[src/hdl/tap_pkg.sv]
// package: register map, field layout, mode and pattern encodings for the test access path
package tap_pkg;

  // ==========================================================================
  // register offsets (byte addresses)
  localparam logic [11:0] TAP_MODE_OFS = 12'h000;
  localparam logic [11:0] TAP_PAT_OFS = 12'h004;
  localparam logic [11:0] TAP_USER_OFS = 12'h008;
  localparam logic [11:0] TAP_ULEN_OFS = 12'h00C;
  localparam logic [11:0] TAP_STAT_OFS = 12'h010;
  localparam logic [11:0] TAP_TXDATA_OFS = 12'h014;
  localparam logic [11:0] TAP_DETECT_OFS = 12'h018;

  // ==========================================================================
  // field positions and widths
  localparam int TAP_MODE_W = 4;
  localparam int TAP_PAT_W = 2;
  localparam int TAP_ULEN_W = 5;
  localparam int TAP_PAT_UNFRAMED_BIT = 2;
  localparam int TAP_PAT_INTCODE_BIT = 3;
  localparam int TAP_STAT_MEAS_BIT = 0;
  localparam int TAP_STAT_INTRUSIVE_BIT = 1;
  localparam int TAP_STAT_MODE_LSB = 4;
  localparam int TAP_STAT_FIFO_LSB = 8;

  // ==========================================================================
  // quasi-random generator layout
  localparam int TAP_QRS_STAGES = 20;
  localparam int TAP_QRS_TAP_A = 17;
  localparam int TAP_QRS_TAP_B = 20;
  localparam int TAP_QRS_ZERO_RUN = 14;
  localparam logic [19:0] TAP_QRS_SEED = 20'hFFFFF;
  localparam int TAP_USER_MAX = 32;

  // ==========================================================================
  // reset values
  localparam logic [31:0] TAP_USER_RST = 32'h00000000;
  localparam logic [4:0] TAP_ULEN_RST = 5'h1F;

  // ==========================================================================
  // access modes, gray coded along the menu order
  typedef enum logic [3:0] {
    TAP_DISABLE = 4'h0,
    TAP_MON_A = 4'h1,
    TAP_MON_B = 4'h3,
    TAP_SPLIT_A = 4'h2,
    TAP_SPLIT_B = 4'h6,
    TAP_FULL_E = 4'h7,
    TAP_FULL_F = 4'h5,
    TAP_SPLIT_E_LOOP_F = 4'h4,
    TAP_SPLIT_F_LOOP_E = 4'hC,
    TAP_LOOP_E = 4'hD,
    TAP_LOOP_F = 4'hF
  } tap_mode_t;

  // generator pattern selection
  typedef enum logic [1:0] {
    TAP_PAT_QRS = 2'h0,
    TAP_PAT_USER = 2'h1,
    TAP_PAT_ONES = 2'h3
  } tap_pat_t;

endpackage : tap_pkg

[src/hdl/tap_access.sv]
// file: test access path selector with quasi-random pattern generator and APB registers
//
// Operation
// [RULE_01] B-pair monitor: observe B, pass unchanged
// [RULE_02] split A: generator to F, E to detector
// [RULE_03] split B: generator to E, F to detector
// [RULE_04] full split E: detector, generator, filler, terminate
// [RULE_05] full split F: generator, detector, filler, terminate
// [RULE_06] split E loop F: loop F instead
// [RULE_07] split F loop E: loop E instead
// [RULE_08] loop E: detect and loop E, filler F
// [RULE_09] loop F: detect and loop F, filler E
// [RULE_10] pattern defaults quasi-random; 32-bit user pattern
// [RULE_11] 20 stages, feedback from 17 and 20
// [RULE_12] output from stage 20, not inverted
// [RULE_13] force one after fourteen following zeros
// [RULE_14] disable: no access, stop measurement, through-connect
// [RULE_15] A-pair monitor: observe A, pass unchanged
// [RULE_16] intrusive with internal code: unframed quasi-random
// [RULE_17] one mode; all switches change together (terminations move one edge before the registered line outputs)
// [RULE_18] generator seeded nonzero on reset, mode entry
//
// Register access over APB and the register addresses were chosen for this implementation.
module tap_access
  import tap_pkg::*;
#(
  parameter int FIFO_DEPTH = 8
) (
  // clock and reset
  input wire logic sys_clk,
  input wire logic reset,
  // apb slave
  input wire logic psel,
  input wire logic penable,
  input wire logic pwrite,
  input wire logic [11:0] paddr,
  input wire logic [31:0] pwdata,
  output logic [31:0] prdata,
  output logic pready,
  output logic pslverr,
  // line bit clock enable, one cycle per bit
  input wire logic line_bit_en,
  // a transmission path: e to f
  input wire logic a_rx_e,
  output logic a_tx_f,
  // b transmission path: f to e
  input wire logic b_rx_f,
  output logic b_tx_e,
  // line terminations and monitor taps
  output logic term_e,
  output logic term_f,
  output logic monitor_bit,
  output logic monitor_valid,
  // measurement control
  output logic meas_run
);

  // ==========================================================================
  // input synchronisers: lines are asynchronous pins
  logic [2:0] a_sync_reg;
  logic [2:0] b_sync_reg;
  logic a_line_reg;
  logic b_line_reg;

  always_ff @(posedge sys_clk) begin
    if (reset) begin
      a_sync_reg <= 3'h0;
      b_sync_reg <= 3'h0;
    end else begin
      a_sync_reg <= {a_sync_reg[1:0], a_rx_e};
      b_sync_reg <= {b_sync_reg[1:0], b_rx_f};
    end
  end

  // a change counts only once stages two and three agree
  always_ff @(posedge sys_clk) begin
    if (reset) begin
      a_line_reg <= 1'b0;
      b_line_reg <= 1'b0;
    end else begin
      if (a_sync_reg[1] == a_sync_reg[2]) begin
        a_line_reg <= a_sync_reg[2];
      end
      if (b_sync_reg[1] == b_sync_reg[2]) begin
        b_line_reg <= b_sync_reg[2];
      end
    end
  end

  // ==========================================================================
  // registers
  tap_mode_t mode_reg;
  tap_pat_t pat_reg;
  logic unframed_reg;
  logic int_code_reg;
  logic [31:0] user_reg;
  logic [TAP_ULEN_W-1:0] ulen_reg;
  logic meas_reg;
  logic mode_chg;
  logic wr_en;
  logic rd_en;
  logic addr_ok;
  logic intrusive;
  logic [$clog2(FIFO_DEPTH+1)-1:0] fifo_level;
  logic fifo_out_valid;
  logic fifo_out_data;
  logic fifo_in_ready;

  assign pready = 1'b1;
  assign wr_en = psel && penable && pwrite;
  assign rd_en = psel && penable && !pwrite;
  assign addr_ok = (paddr == TAP_MODE_OFS) || (paddr == TAP_PAT_OFS) || (paddr == TAP_USER_OFS) ||
                   (paddr == TAP_ULEN_OFS) || (paddr == TAP_STAT_OFS) || (paddr == TAP_DETECT_OFS);
  assign pslverr = psel && penable && !addr_ok;
  assign intrusive = (mode_reg != TAP_DISABLE) && (mode_reg != TAP_MON_A) && (mode_reg != TAP_MON_B);
  // undefined encodings are ignored so only a legal mode is ever held
  assign mode_chg = wr_en && (paddr == TAP_MODE_OFS) && (pwdata[TAP_MODE_W-1:0] != mode_reg) &&
                    (tap_mode_t'(pwdata[TAP_MODE_W-1:0]) inside {TAP_DISABLE, TAP_MON_A, TAP_MON_B,
                     TAP_SPLIT_A, TAP_SPLIT_B, TAP_FULL_E, TAP_FULL_F, TAP_SPLIT_E_LOOP_F,
                     TAP_SPLIT_F_LOOP_E, TAP_LOOP_E, TAP_LOOP_F});

  always_ff @(posedge sys_clk) begin
    if (reset) begin
      mode_reg <= TAP_DISABLE;
    end else if (mode_chg) begin
      mode_reg <= tap_mode_t'(pwdata[TAP_MODE_W-1:0]); // see [RULE_17]
    end
  end

  always_ff @(posedge sys_clk) begin
    if (reset) begin
      pat_reg <= TAP_PAT_QRS; // see [RULE_10]
      unframed_reg <= 1'b1;
      int_code_reg <= 1'b1;
    end else if (mode_chg && int_code_reg && (pwdata[TAP_MODE_W-1:0] inside {TAP_SPLIT_A, TAP_SPLIT_B,
                 TAP_FULL_E, TAP_FULL_F, TAP_SPLIT_E_LOOP_F, TAP_SPLIT_F_LOOP_E, TAP_LOOP_E, TAP_LOOP_F})) begin
      pat_reg <= TAP_PAT_QRS; // see [RULE_16]
      unframed_reg <= 1'b1;
    end else if (wr_en && (paddr == TAP_PAT_OFS)) begin
      pat_reg <= (pwdata[TAP_PAT_W-1:0] == TAP_PAT_ONES) ? TAP_PAT_ONES :
                 (pwdata[TAP_PAT_W-1:0] == TAP_PAT_USER) ? TAP_PAT_USER : TAP_PAT_QRS;
      unframed_reg <= pwdata[TAP_PAT_UNFRAMED_BIT];
      int_code_reg <= pwdata[TAP_PAT_INTCODE_BIT];
    end
  end

  always_ff @(posedge sys_clk) begin
    if (reset) begin
      user_reg <= TAP_USER_RST;
      ulen_reg <= TAP_ULEN_RST;
    end else if (wr_en && (paddr == TAP_USER_OFS)) begin
      user_reg <= pwdata; // see [RULE_10]
    end else if (wr_en && (paddr == TAP_ULEN_OFS)) begin
      ulen_reg <= pwdata[TAP_ULEN_W-1:0];
    end
  end

  // measurement runs only under an access mode
  always_ff @(posedge sys_clk) begin
    if (reset) begin
      meas_reg <= 1'b0;
    end else if (mode_chg && (pwdata[TAP_MODE_W-1:0] == TAP_DISABLE)) begin
      meas_reg <= 1'b0; // see [RULE_14]
    end else if (wr_en && (paddr == TAP_STAT_OFS)) begin
      meas_reg <= pwdata[TAP_STAT_MEAS_BIT] && (mode_reg != TAP_DISABLE);
    end
  end
  assign meas_run = meas_reg;

  // ==========================================================================
  // quasi-random generator, shared by test signal and filler
  logic [TAP_QRS_STAGES-1:0] qrs_reg;
  logic qrs_bit;
  logic [4:0] user_idx_reg;
  logic gen_bit;

  always_ff @(posedge sys_clk) begin
    if (reset || mode_chg) begin
      qrs_reg <= TAP_QRS_SEED; // see [RULE_18]
    end else if (line_bit_en) begin
      qrs_reg <= {qrs_reg[TAP_QRS_STAGES-2:0],
                  qrs_reg[TAP_QRS_TAP_A-1] ^ qrs_reg[TAP_QRS_TAP_B-1]}; // see [RULE_11]
    end
  end

  // stage 20 is the msb; the 14 bits after it sit just below
  assign qrs_bit = qrs_reg[TAP_QRS_STAGES-1] | // see [RULE_12]
                   (qrs_reg[TAP_QRS_STAGES-2 -: TAP_QRS_ZERO_RUN] == '0); // see [RULE_13]

  always_ff @(posedge sys_clk) begin
    if (reset || mode_chg) begin
      user_idx_reg <= 5'h00;
    end else if (line_bit_en) begin
      user_idx_reg <= (user_idx_reg == ulen_reg) ? 5'h00 : user_idx_reg + 5'h01;
    end
  end

  always_comb begin
    case (pat_reg)
      TAP_PAT_USER: gen_bit = user_reg[TAP_USER_MAX-1-user_idx_reg];
      TAP_PAT_ONES: gen_bit = 1'b1;
      default: gen_bit = qrs_bit;
    endcase
  end

  // ==========================================================================
  // path switch matrix: one decode of one mode register drives every switch
  logic a_out;
  logic b_out;
  logic det_bit;
  logic det_on;

  always_comb begin
    a_out = a_line_reg; // see [RULE_14]
    b_out = b_line_reg;
    det_bit = 1'b0;
    det_on = 1'b0;
    term_e = 1'b0;
    term_f = 1'b0;
    case (mode_reg) // see [RULE_17]
      TAP_MON_A: begin
        det_bit = a_line_reg; // see [RULE_15]
        det_on = 1'b1;
      end
      TAP_MON_B: begin
        det_bit = b_line_reg; // see [RULE_01]
        det_on = 1'b1;
      end
      TAP_SPLIT_A: begin
        a_out = gen_bit; // see [RULE_02]
        det_bit = a_line_reg;
        det_on = 1'b1;
      end
      TAP_SPLIT_B: begin
        b_out = gen_bit; // see [RULE_03]
        det_bit = b_line_reg;
        det_on = 1'b1;
      end
      TAP_FULL_E: begin
        b_out = gen_bit; // see [RULE_04]
        a_out = qrs_bit;
        det_bit = a_line_reg;
        det_on = 1'b1;
        term_f = 1'b1;
      end
      TAP_FULL_F: begin
        a_out = gen_bit; // see [RULE_05]
        b_out = qrs_bit;
        det_bit = b_line_reg;
        det_on = 1'b1;
        term_e = 1'b1;
      end
      TAP_SPLIT_E_LOOP_F: begin
        b_out = gen_bit; // see [RULE_06]
        a_out = b_line_reg;
        det_bit = a_line_reg;
        det_on = 1'b1;
      end
      TAP_SPLIT_F_LOOP_E: begin
        a_out = gen_bit; // see [RULE_07]
        b_out = a_line_reg;
        det_bit = b_line_reg;
        det_on = 1'b1;
      end
      TAP_LOOP_E: begin
        b_out = a_line_reg; // see [RULE_08]
        a_out = qrs_bit;
        det_bit = a_line_reg;
        det_on = 1'b1;
        term_f = 1'b1;
      end
      TAP_LOOP_F: begin
        a_out = b_line_reg; // see [RULE_09]
        b_out = qrs_bit;
        det_bit = b_line_reg;
        det_on = 1'b1;
        term_e = 1'b1;
      end
      default: begin
        det_on = 1'b0;
      end
    endcase
  end

  // registered line and monitor outputs move on the same edge; term_e and term_f follow mode_reg one edge sooner
  always_ff @(posedge sys_clk) begin
    if (reset) begin
      a_tx_f <= 1'b0;
      b_tx_e <= 1'b0;
      monitor_bit <= 1'b0;
      monitor_valid <= 1'b0;
    end else begin
      a_tx_f <= a_out;
      b_tx_e <= b_out;
      monitor_bit <= det_bit;
      monitor_valid <= det_on && line_bit_en;
    end
  end

  // ==========================================================================
  // detected bits queue for software; full queue drops new bits
  logic fifo_pop;

  assign fifo_pop = rd_en && (paddr == TAP_DETECT_OFS);

  tap_fifo #(
    .WIDTH(1),
    .DEPTH(FIFO_DEPTH)
  ) u_det_fifo (
    .sys_clk(sys_clk),
    .reset(reset),
    .in_valid(det_on && line_bit_en && meas_reg),
    .in_ready(fifo_in_ready),
    .in_data(det_bit),
    .out_valid(fifo_out_valid),
    .out_ready(fifo_pop),
    .out_data(fifo_out_data),
    .level(fifo_level)
  );

  // ==========================================================================
  // read mux
  always_comb begin
    prdata = 32'h00000000;
    case (paddr)
      TAP_MODE_OFS: prdata[TAP_MODE_W-1:0] = mode_reg;
      TAP_PAT_OFS: prdata[TAP_PAT_INTCODE_BIT:0] = {int_code_reg, unframed_reg, pat_reg};
      TAP_USER_OFS: prdata = user_reg;
      TAP_ULEN_OFS: prdata[TAP_ULEN_W-1:0] = ulen_reg;
      TAP_STAT_OFS: begin
        prdata[TAP_STAT_MEAS_BIT] = meas_reg;
        prdata[TAP_STAT_INTRUSIVE_BIT] = intrusive;
        prdata[TAP_STAT_MODE_LSB +: TAP_MODE_W] = mode_reg;
        prdata[TAP_STAT_FIFO_LSB +: 4] = 4'(fifo_level);
        prdata[TAP_STAT_FIFO_LSB + 4] = !fifo_in_ready;
      end
      TAP_DETECT_OFS: prdata[1:0] = {fifo_out_valid, fifo_out_data};
      default: prdata = 32'h00000000;
    endcase
  end

endmodule // tap_access

[src/hdl/tap_fifo.sv]
// file: parameterised valid/ready FIFO held in flip-flops
module tap_fifo #(
  parameter int WIDTH = 1,
  parameter int DEPTH = 8
) (
  // clock and reset
  input wire logic sys_clk,
  input wire logic reset,
  // fill side
  input wire logic in_valid,
  output logic in_ready,
  input wire logic [WIDTH-1:0] in_data,
  // drain side
  output logic out_valid,
  input wire logic out_ready,
  output logic [WIDTH-1:0] out_data,
  // occupancy
  output logic [$clog2(DEPTH+1)-1:0] level
);

  localparam int AW = $clog2(DEPTH);

  logic [WIDTH-1:0] mem_reg [DEPTH];
  logic [AW-1:0] wr_ptr_reg;
  logic [AW-1:0] rd_ptr_reg;
  logic [$clog2(DEPTH+1)-1:0] count_reg;
  logic push;
  logic pop;

  assign in_ready = (count_reg != DEPTH[$clog2(DEPTH+1)-1:0]);
  assign out_valid = (count_reg != '0);
  assign push = in_valid && in_ready;
  assign pop = out_valid && out_ready;
  assign out_data = mem_reg[rd_ptr_reg];
  assign level = count_reg;

  always_ff @(posedge sys_clk) begin
    if (push) begin
      mem_reg[wr_ptr_reg] <= in_data;
    end
  end

  always_ff @(posedge sys_clk) begin
    if (reset) begin
      wr_ptr_reg <= '0;
      rd_ptr_reg <= '0;
      count_reg <= '0;
    end else begin
      if (push) begin
        wr_ptr_reg <= (wr_ptr_reg == AW'(DEPTH - 1)) ? '0 : wr_ptr_reg + 1'b1;
      end
      if (pop) begin
        rd_ptr_reg <= (rd_ptr_reg == AW'(DEPTH - 1)) ? '0 : rd_ptr_reg + 1'b1;
      end
      case ({push, pop})
        2'b10: count_reg <= count_reg + 1'b1;
        2'b01: count_reg <= count_reg - 1'b1;
        default: count_reg <= count_reg;
      endcase
    end
  end

endmodule // tap_fifo

[config.mk]
export PLATFORM = sky130hd
export DESIGN_NAME = tap_access
export DESIGN_NICKNAME = d
export VERILOG_FILES = /design/src/hdl/tap_pkg.sv /design/src/hdl/tap_access.sv /design/src/hdl/tap_fifo.sv
export SDC_FILE = /design/constraint.sdc
export NUM_CORES = 1
export LEC_CHECK = 0
export BUFFER_PORTS_ARGS = -buffer_cell sky130_fd_sc_hd__buf_2
export CORE_MARGIN = 4
export CORE_UTILIZATION = 40
export CTS_CLUSTER_DIAMETER = 50
export DETAILED_ROUTE_END_ITERATION = 8
export GPL_TIMING_DRIVEN = 0
export PLACE_DENSITY = 0.57
export SLEW_MARGIN = 40
export SYNTH_ARGS = -nofsm -noshare
export SYNTH_HDL_FRONTEND = slang
export SYNTH_HIERARCHICAL = 1
export SYNTH_SLANG_ARGS = --single-unit
[constraint.sdc]
create_clock -name sys_clk -period 8.4 [get_ports sys_clk]
set_input_delay 1.68 -clock sys_clk [delete_from_list [all_inputs] [get_ports sys_clk]]
set_output_delay 1.68 -clock sys_clk [all_outputs]
set_load 0.05 [all_outputs]
Word-level counts from Yosys, hierarchy flattened
Memories as Yosys holds them, arrays and structs flattened. A register that Yosys moved wholly into a read port is not among the register bits.
Index checks and enable logic that the tools add are counted.

operators by class
  reduce and logical (&&, ||, !) cells = 52
  equality and inequality tests = 40
  order comparisons = 1
  mux-type cells = 24
  $add $sub $neg = 6
  bitwise logic cells = 4

operator list
  operator                                                                        count
  4-bit by 3-bit == test with 1-bit output (second input constant)                8
  32-bit by 6-bit less-than comparator with 1-bit output (second input constant)  1
  12-bit by 4-bit == test with 1-bit output (second input constant)               2
  12-bit by 5-bit == test with 1-bit output (second input constant)               2
  4-bit == test (second input constant)                                           6
  1-bit logical AND                                                               22
  19-bit two-way mux                                                              1
  4-bit by 2-bit == test with 1-bit output (second input constant)                4
  8-bit case mux with 2 select lines                                              1
  14-bit zero test                                                                1
  12-bit by 3-bit == test with 1-bit output (second input constant)               1
  12-bit zero test                                                                1
  3-bit two-way mux                                                               4
  2-bit case mux with 6 select lines                                              1
  2-bit OR reduction                                                              6
  11-bit nonzero test                                                             1
  10-bit OR reduction                                                             1
  5-bit OR reduction                                                              2
  1-bit case mux with 3 select lines                                              3
  4-bit by 1-bit == test with 1-bit output (second input constant)                2
  2-bit case mux with 4 select lines                                              1
  4-bit case mux with 2 select lines                                              1
  4-bit nonzero test                                                              2
  8-bit nonzero test                                                              1
  other kinds (28)                                                                52

storage, ports and cells
  bits in writable memories = 8
  register bits after elaboration = 93
  logic and storage cells = 148
  input bits = 52
  memories kept = 1
  output and inout port bits = 41

memories
  memory              depth  width  read ports  clocked after Yosys merged registers in  write ports  line            RTL
  u_det_fifo.mem_reg  8      1      1           1                                        1            tap_fifo.sv:23  logic [WIDTH-1:0] mem_reg [DEPTH];

Logic depth before layout (Yosys ltp)
  word-level depth = 9
  depth in mapped cells = 14
  mapped depth without buffers = 12

By module
The synthesis kept the hierarchy.

modules (own cells, without submodules)
  module      times used  sequential area each (µm²)  cells each  area each (µm²)
  tap_access  1           1661.6                      514         4290.4
  tap_fifo    1           500.5                       88          1007.2

Worst setup path before layout
No wires, ideal clock.

  kind = input to output
  from = input port paddr[10]
  to = output port prdata[12]
  arrival time = 3.841 ns
  stages = 5
  required time = 6.720 ns
  path buffers = 1
  slack = 2.879 ns
  cell sequence = nor4_4 -> nand3_2 -> or4_1 -> clkbuf_1 -> o21ai_0

on the way
  word-level cells in the longest chain between the ends = 2
  elaborated cells on any way between the ends = 3
  those cells by class = 2 x eq/ne; 1 x mux

ends and longest elaborated chain
  element                                                                                                        line               RTL
  start: declaration                                                                                             tap_access.sv:36   input wire logic [11:0] paddr,
  12-bit by 5-bit == test with 1-bit output / 12-bit by 4-bit == test with 1-bit output (equally long branches)  tap_access.sv:325  case (paddr)
  8-bit case mux with 2 select lines *                                                                           tap_access.sv:325
  end: declaration                                                                                               tap_access.sv:38   output logic [31:0] prdata,

Mark *: on every way between the ends. The rest lies on a longest branch, timed or not.

Worst setup path after layout
  from = input port paddr[10]
  to = output port prdata[6]

Same word-level chain as after synthesis.

==> metrics.csv <==
metric;value;unit
hold_buffers;0;
skew;0.0112;ns
io_buffers;87;
clockBufferDepth;2;
critPathMaxFanout;9;
drcViolationCount;0;
route.vias.total;4772;
synth-edff-count;8;
cts.reportedPaths.clkPinSlew;0.06;ns
grt_pass1_wl;23400;microns
ant_nets;0;
grt.total_usage;19.6;%
drt_iter0_markers;438;
grt_use_met1;26.6;%
grt-busiest-layer;met2;
finalCritPeriodShare;63.8;%
fp.coreArea;0.0128;sq mm
grt_max_degree;16;
peakVddDrop;0.124;mV
worst_pin_slew;0.715;ns
overflow;0;
synthCells;602;
hold_viol;0;
ioPinCount;93;
clock_latency;0.35;ns
wl_per_cell;16.6;microns
synth_area_per_cell;8.80;sq um
largest_reg_flops;32;
antenna_cells;0;
cts_tree;built;
fin_cells;877;
setup_viol_count_final;0;
cts_inserted_buffers;9;
layout.cells.most_common;nand2_1;
ys_types;70;
die_width;123;microns
fin_setup_tns;0;ns
row_count;41;
die_y;123;microns
criticalPathCategory;in2out;
drt-total-wl;14500;microns
grt_pass1_vias;4548;
cts_setup_buffers;0;
ys_seq_elements;104;
cts_resized;0;
slew_headroom;51.9;%
fin_nets;760;
antenna_found_initial;0;
fin_crit;5.36;ns
start_kind;input pin;
arrival;3.68;ns
hpwl;11000;microns
met2_usage;30.5;%
status;finished, final reports clean;
rsz0062_at_grt;no;
numClockSinks;104;
synth_nets;662;
power.density;154;mW/mm^2
power_leakage;2.46;nW
yosysSeqAreaShare;40.8;%
grtUsageMet3;5.35;%
drv_slew;0;
drive_gt1_share;21.6;%
dieArea;0.0151;sq mm
first_pass_iters;5;
critPathCaptureType;output pin;
fmax;0.187;GHz
ys.flop_type;dfxtp_1;
final_cell_mix;nand2_1, buf_2, dfxtp_1, a21oi_1, nor2_1;
synth_area;0.00530;sq mm
vias_per_cell;5.44;
cts-root-buf;clkbuf_16;
routabilityCongestion;0.855;
drv_cap;0;
htreeDepth;3;
async_flop_share;0;%
hold_path.class;reg2reg;
hold_slack;0.443;ns
syn2layout_area_growth;17.3;%
initial_core_util;41.5;%
cp.required;6.72;ns
dp.cells;861;
yosys_warnings;6;
area by class of cell:
cell class                 count  area, sq um
tap                          172          215
sequential                   104         2160
multi-input combinational    441         2890
fill                        1230         6560
buffer                        44          198
clock inverter                 2         13.8
inverter                      13         48.8
clock buffer                  14          254
timing repair buffer          87          435
power by group:
group / total (mW) / internal [mW] / switching [mW] / leakage (nW)
clock network: 0.391 / 0.210 / 0.180 / 0.131
registers: 0.503 / 0.501 / 0.00181 / 0.836
logic: 0.0637 / 0.0245 / 0.0392 / 1.49
cells by family (layout without fill, tap and decap cells):
| group | after synthesis | after routing | share of synthesized area (%) |
|---|---|---|---|
| and+or+nand+nor | 248 | 248 | 24.1 |
| AOI/OAI and AO/OA | 123 | 123 | 14.5 |
| DFF | 104 | 104 | 40.8 |
| buffers and inverters | 57 | 160 | 4.65 |
| muxes | 46 | 46 | 11.5 |
| xor gates and xnor gates | 15 | 15 | 2.48 |
| adders and majority gates | 8 | 8 | 1.89 |
| other | 1 | 1 | 0.0708 |
cell usage after synthesis (3+ instances only):
cell type,number,share of area [%]
xnor2_1,3,0.50
mux2_2,8,1.7
or3_1,4,0.47
buf_1,4,0.28
nand3_1,17,1.6
a22o_1,4,0.66
nor2b_1,13,1.5
mux4_2,11,4.7
nand2b_1,6,0.71
buf_2,13,1.2
a21oi_1,59,5.6
and3_1,23,2.7
mux2i_1,27,5.1
o21ai_0,19,1.8
ha_1,8,1.9
nor2_1,28,2.0
o22ai_1,4,0.47
xor2_1,12,2.0
a41oi_1,3,0.50
edfxtp_1,8,4.5
nor4_1,7,0.83
nand2_1,113,8.0
dfxtp_1,96,36
a211o_1,7,1.2
nor3_1,9,0.85
inv_1,13,0.92
clkbuf_1,23,1.6
worst max-delay path, stage by stage:
cell	delay (ns)
buf_2	0.11
nor4_4	0.39
nand4_2	0.24
nor2_1	0.57
nand2_1	0.20
o21ai_0	0.16
buf_2	0.32
metal layers:
| layer | share of wire [%] | wire, microns |
|---|---|---|
| met5 | 0 | 0 |
| met4 | 1.7 | 253 |
| met2 | 47 | 6780 |
| met3 | 6.8 | 982 |
| met1 | 45 | 6500 |
per-stage QoR:
stage / setup WS (ns) / util (%) / total power, mW / area, sq um
finish: 3.04 / 48.7 / 0.957 / 6220
global route: 2.92 / 48.7 / 0.991 / 6220
CTS: 3.05 / 48.7 / 0.968 / 6220
detailed placement: 3.06 / 46.6 / 0.578 / 5950
global placement: 3.08 / 46.6 / 0.577 / 5950
floorplan: 2.88 / - / 0.551 / 5300
final timing paths:
path                            start                               end  slack, ns  cells after the start
max                         paddr[10]                         prdata[6]       3.04                      7
min          a_sync_reg[0]$_SDFF_PP0_          a_sync_reg[1]$_SDFF_PP0_       0.44                      1
max reg2reg  mode_reg[0]$_SDFFE_PP0N_  u_det_fifo/level[2]$_SDFFE_PP0P_       4.81                     12
min reg2reg  a_sync_reg[0]$_SDFF_PP0_          a_sync_reg[1]$_SDFF_PP0_       0.44                      1
(Power assumes the default switching activity.)
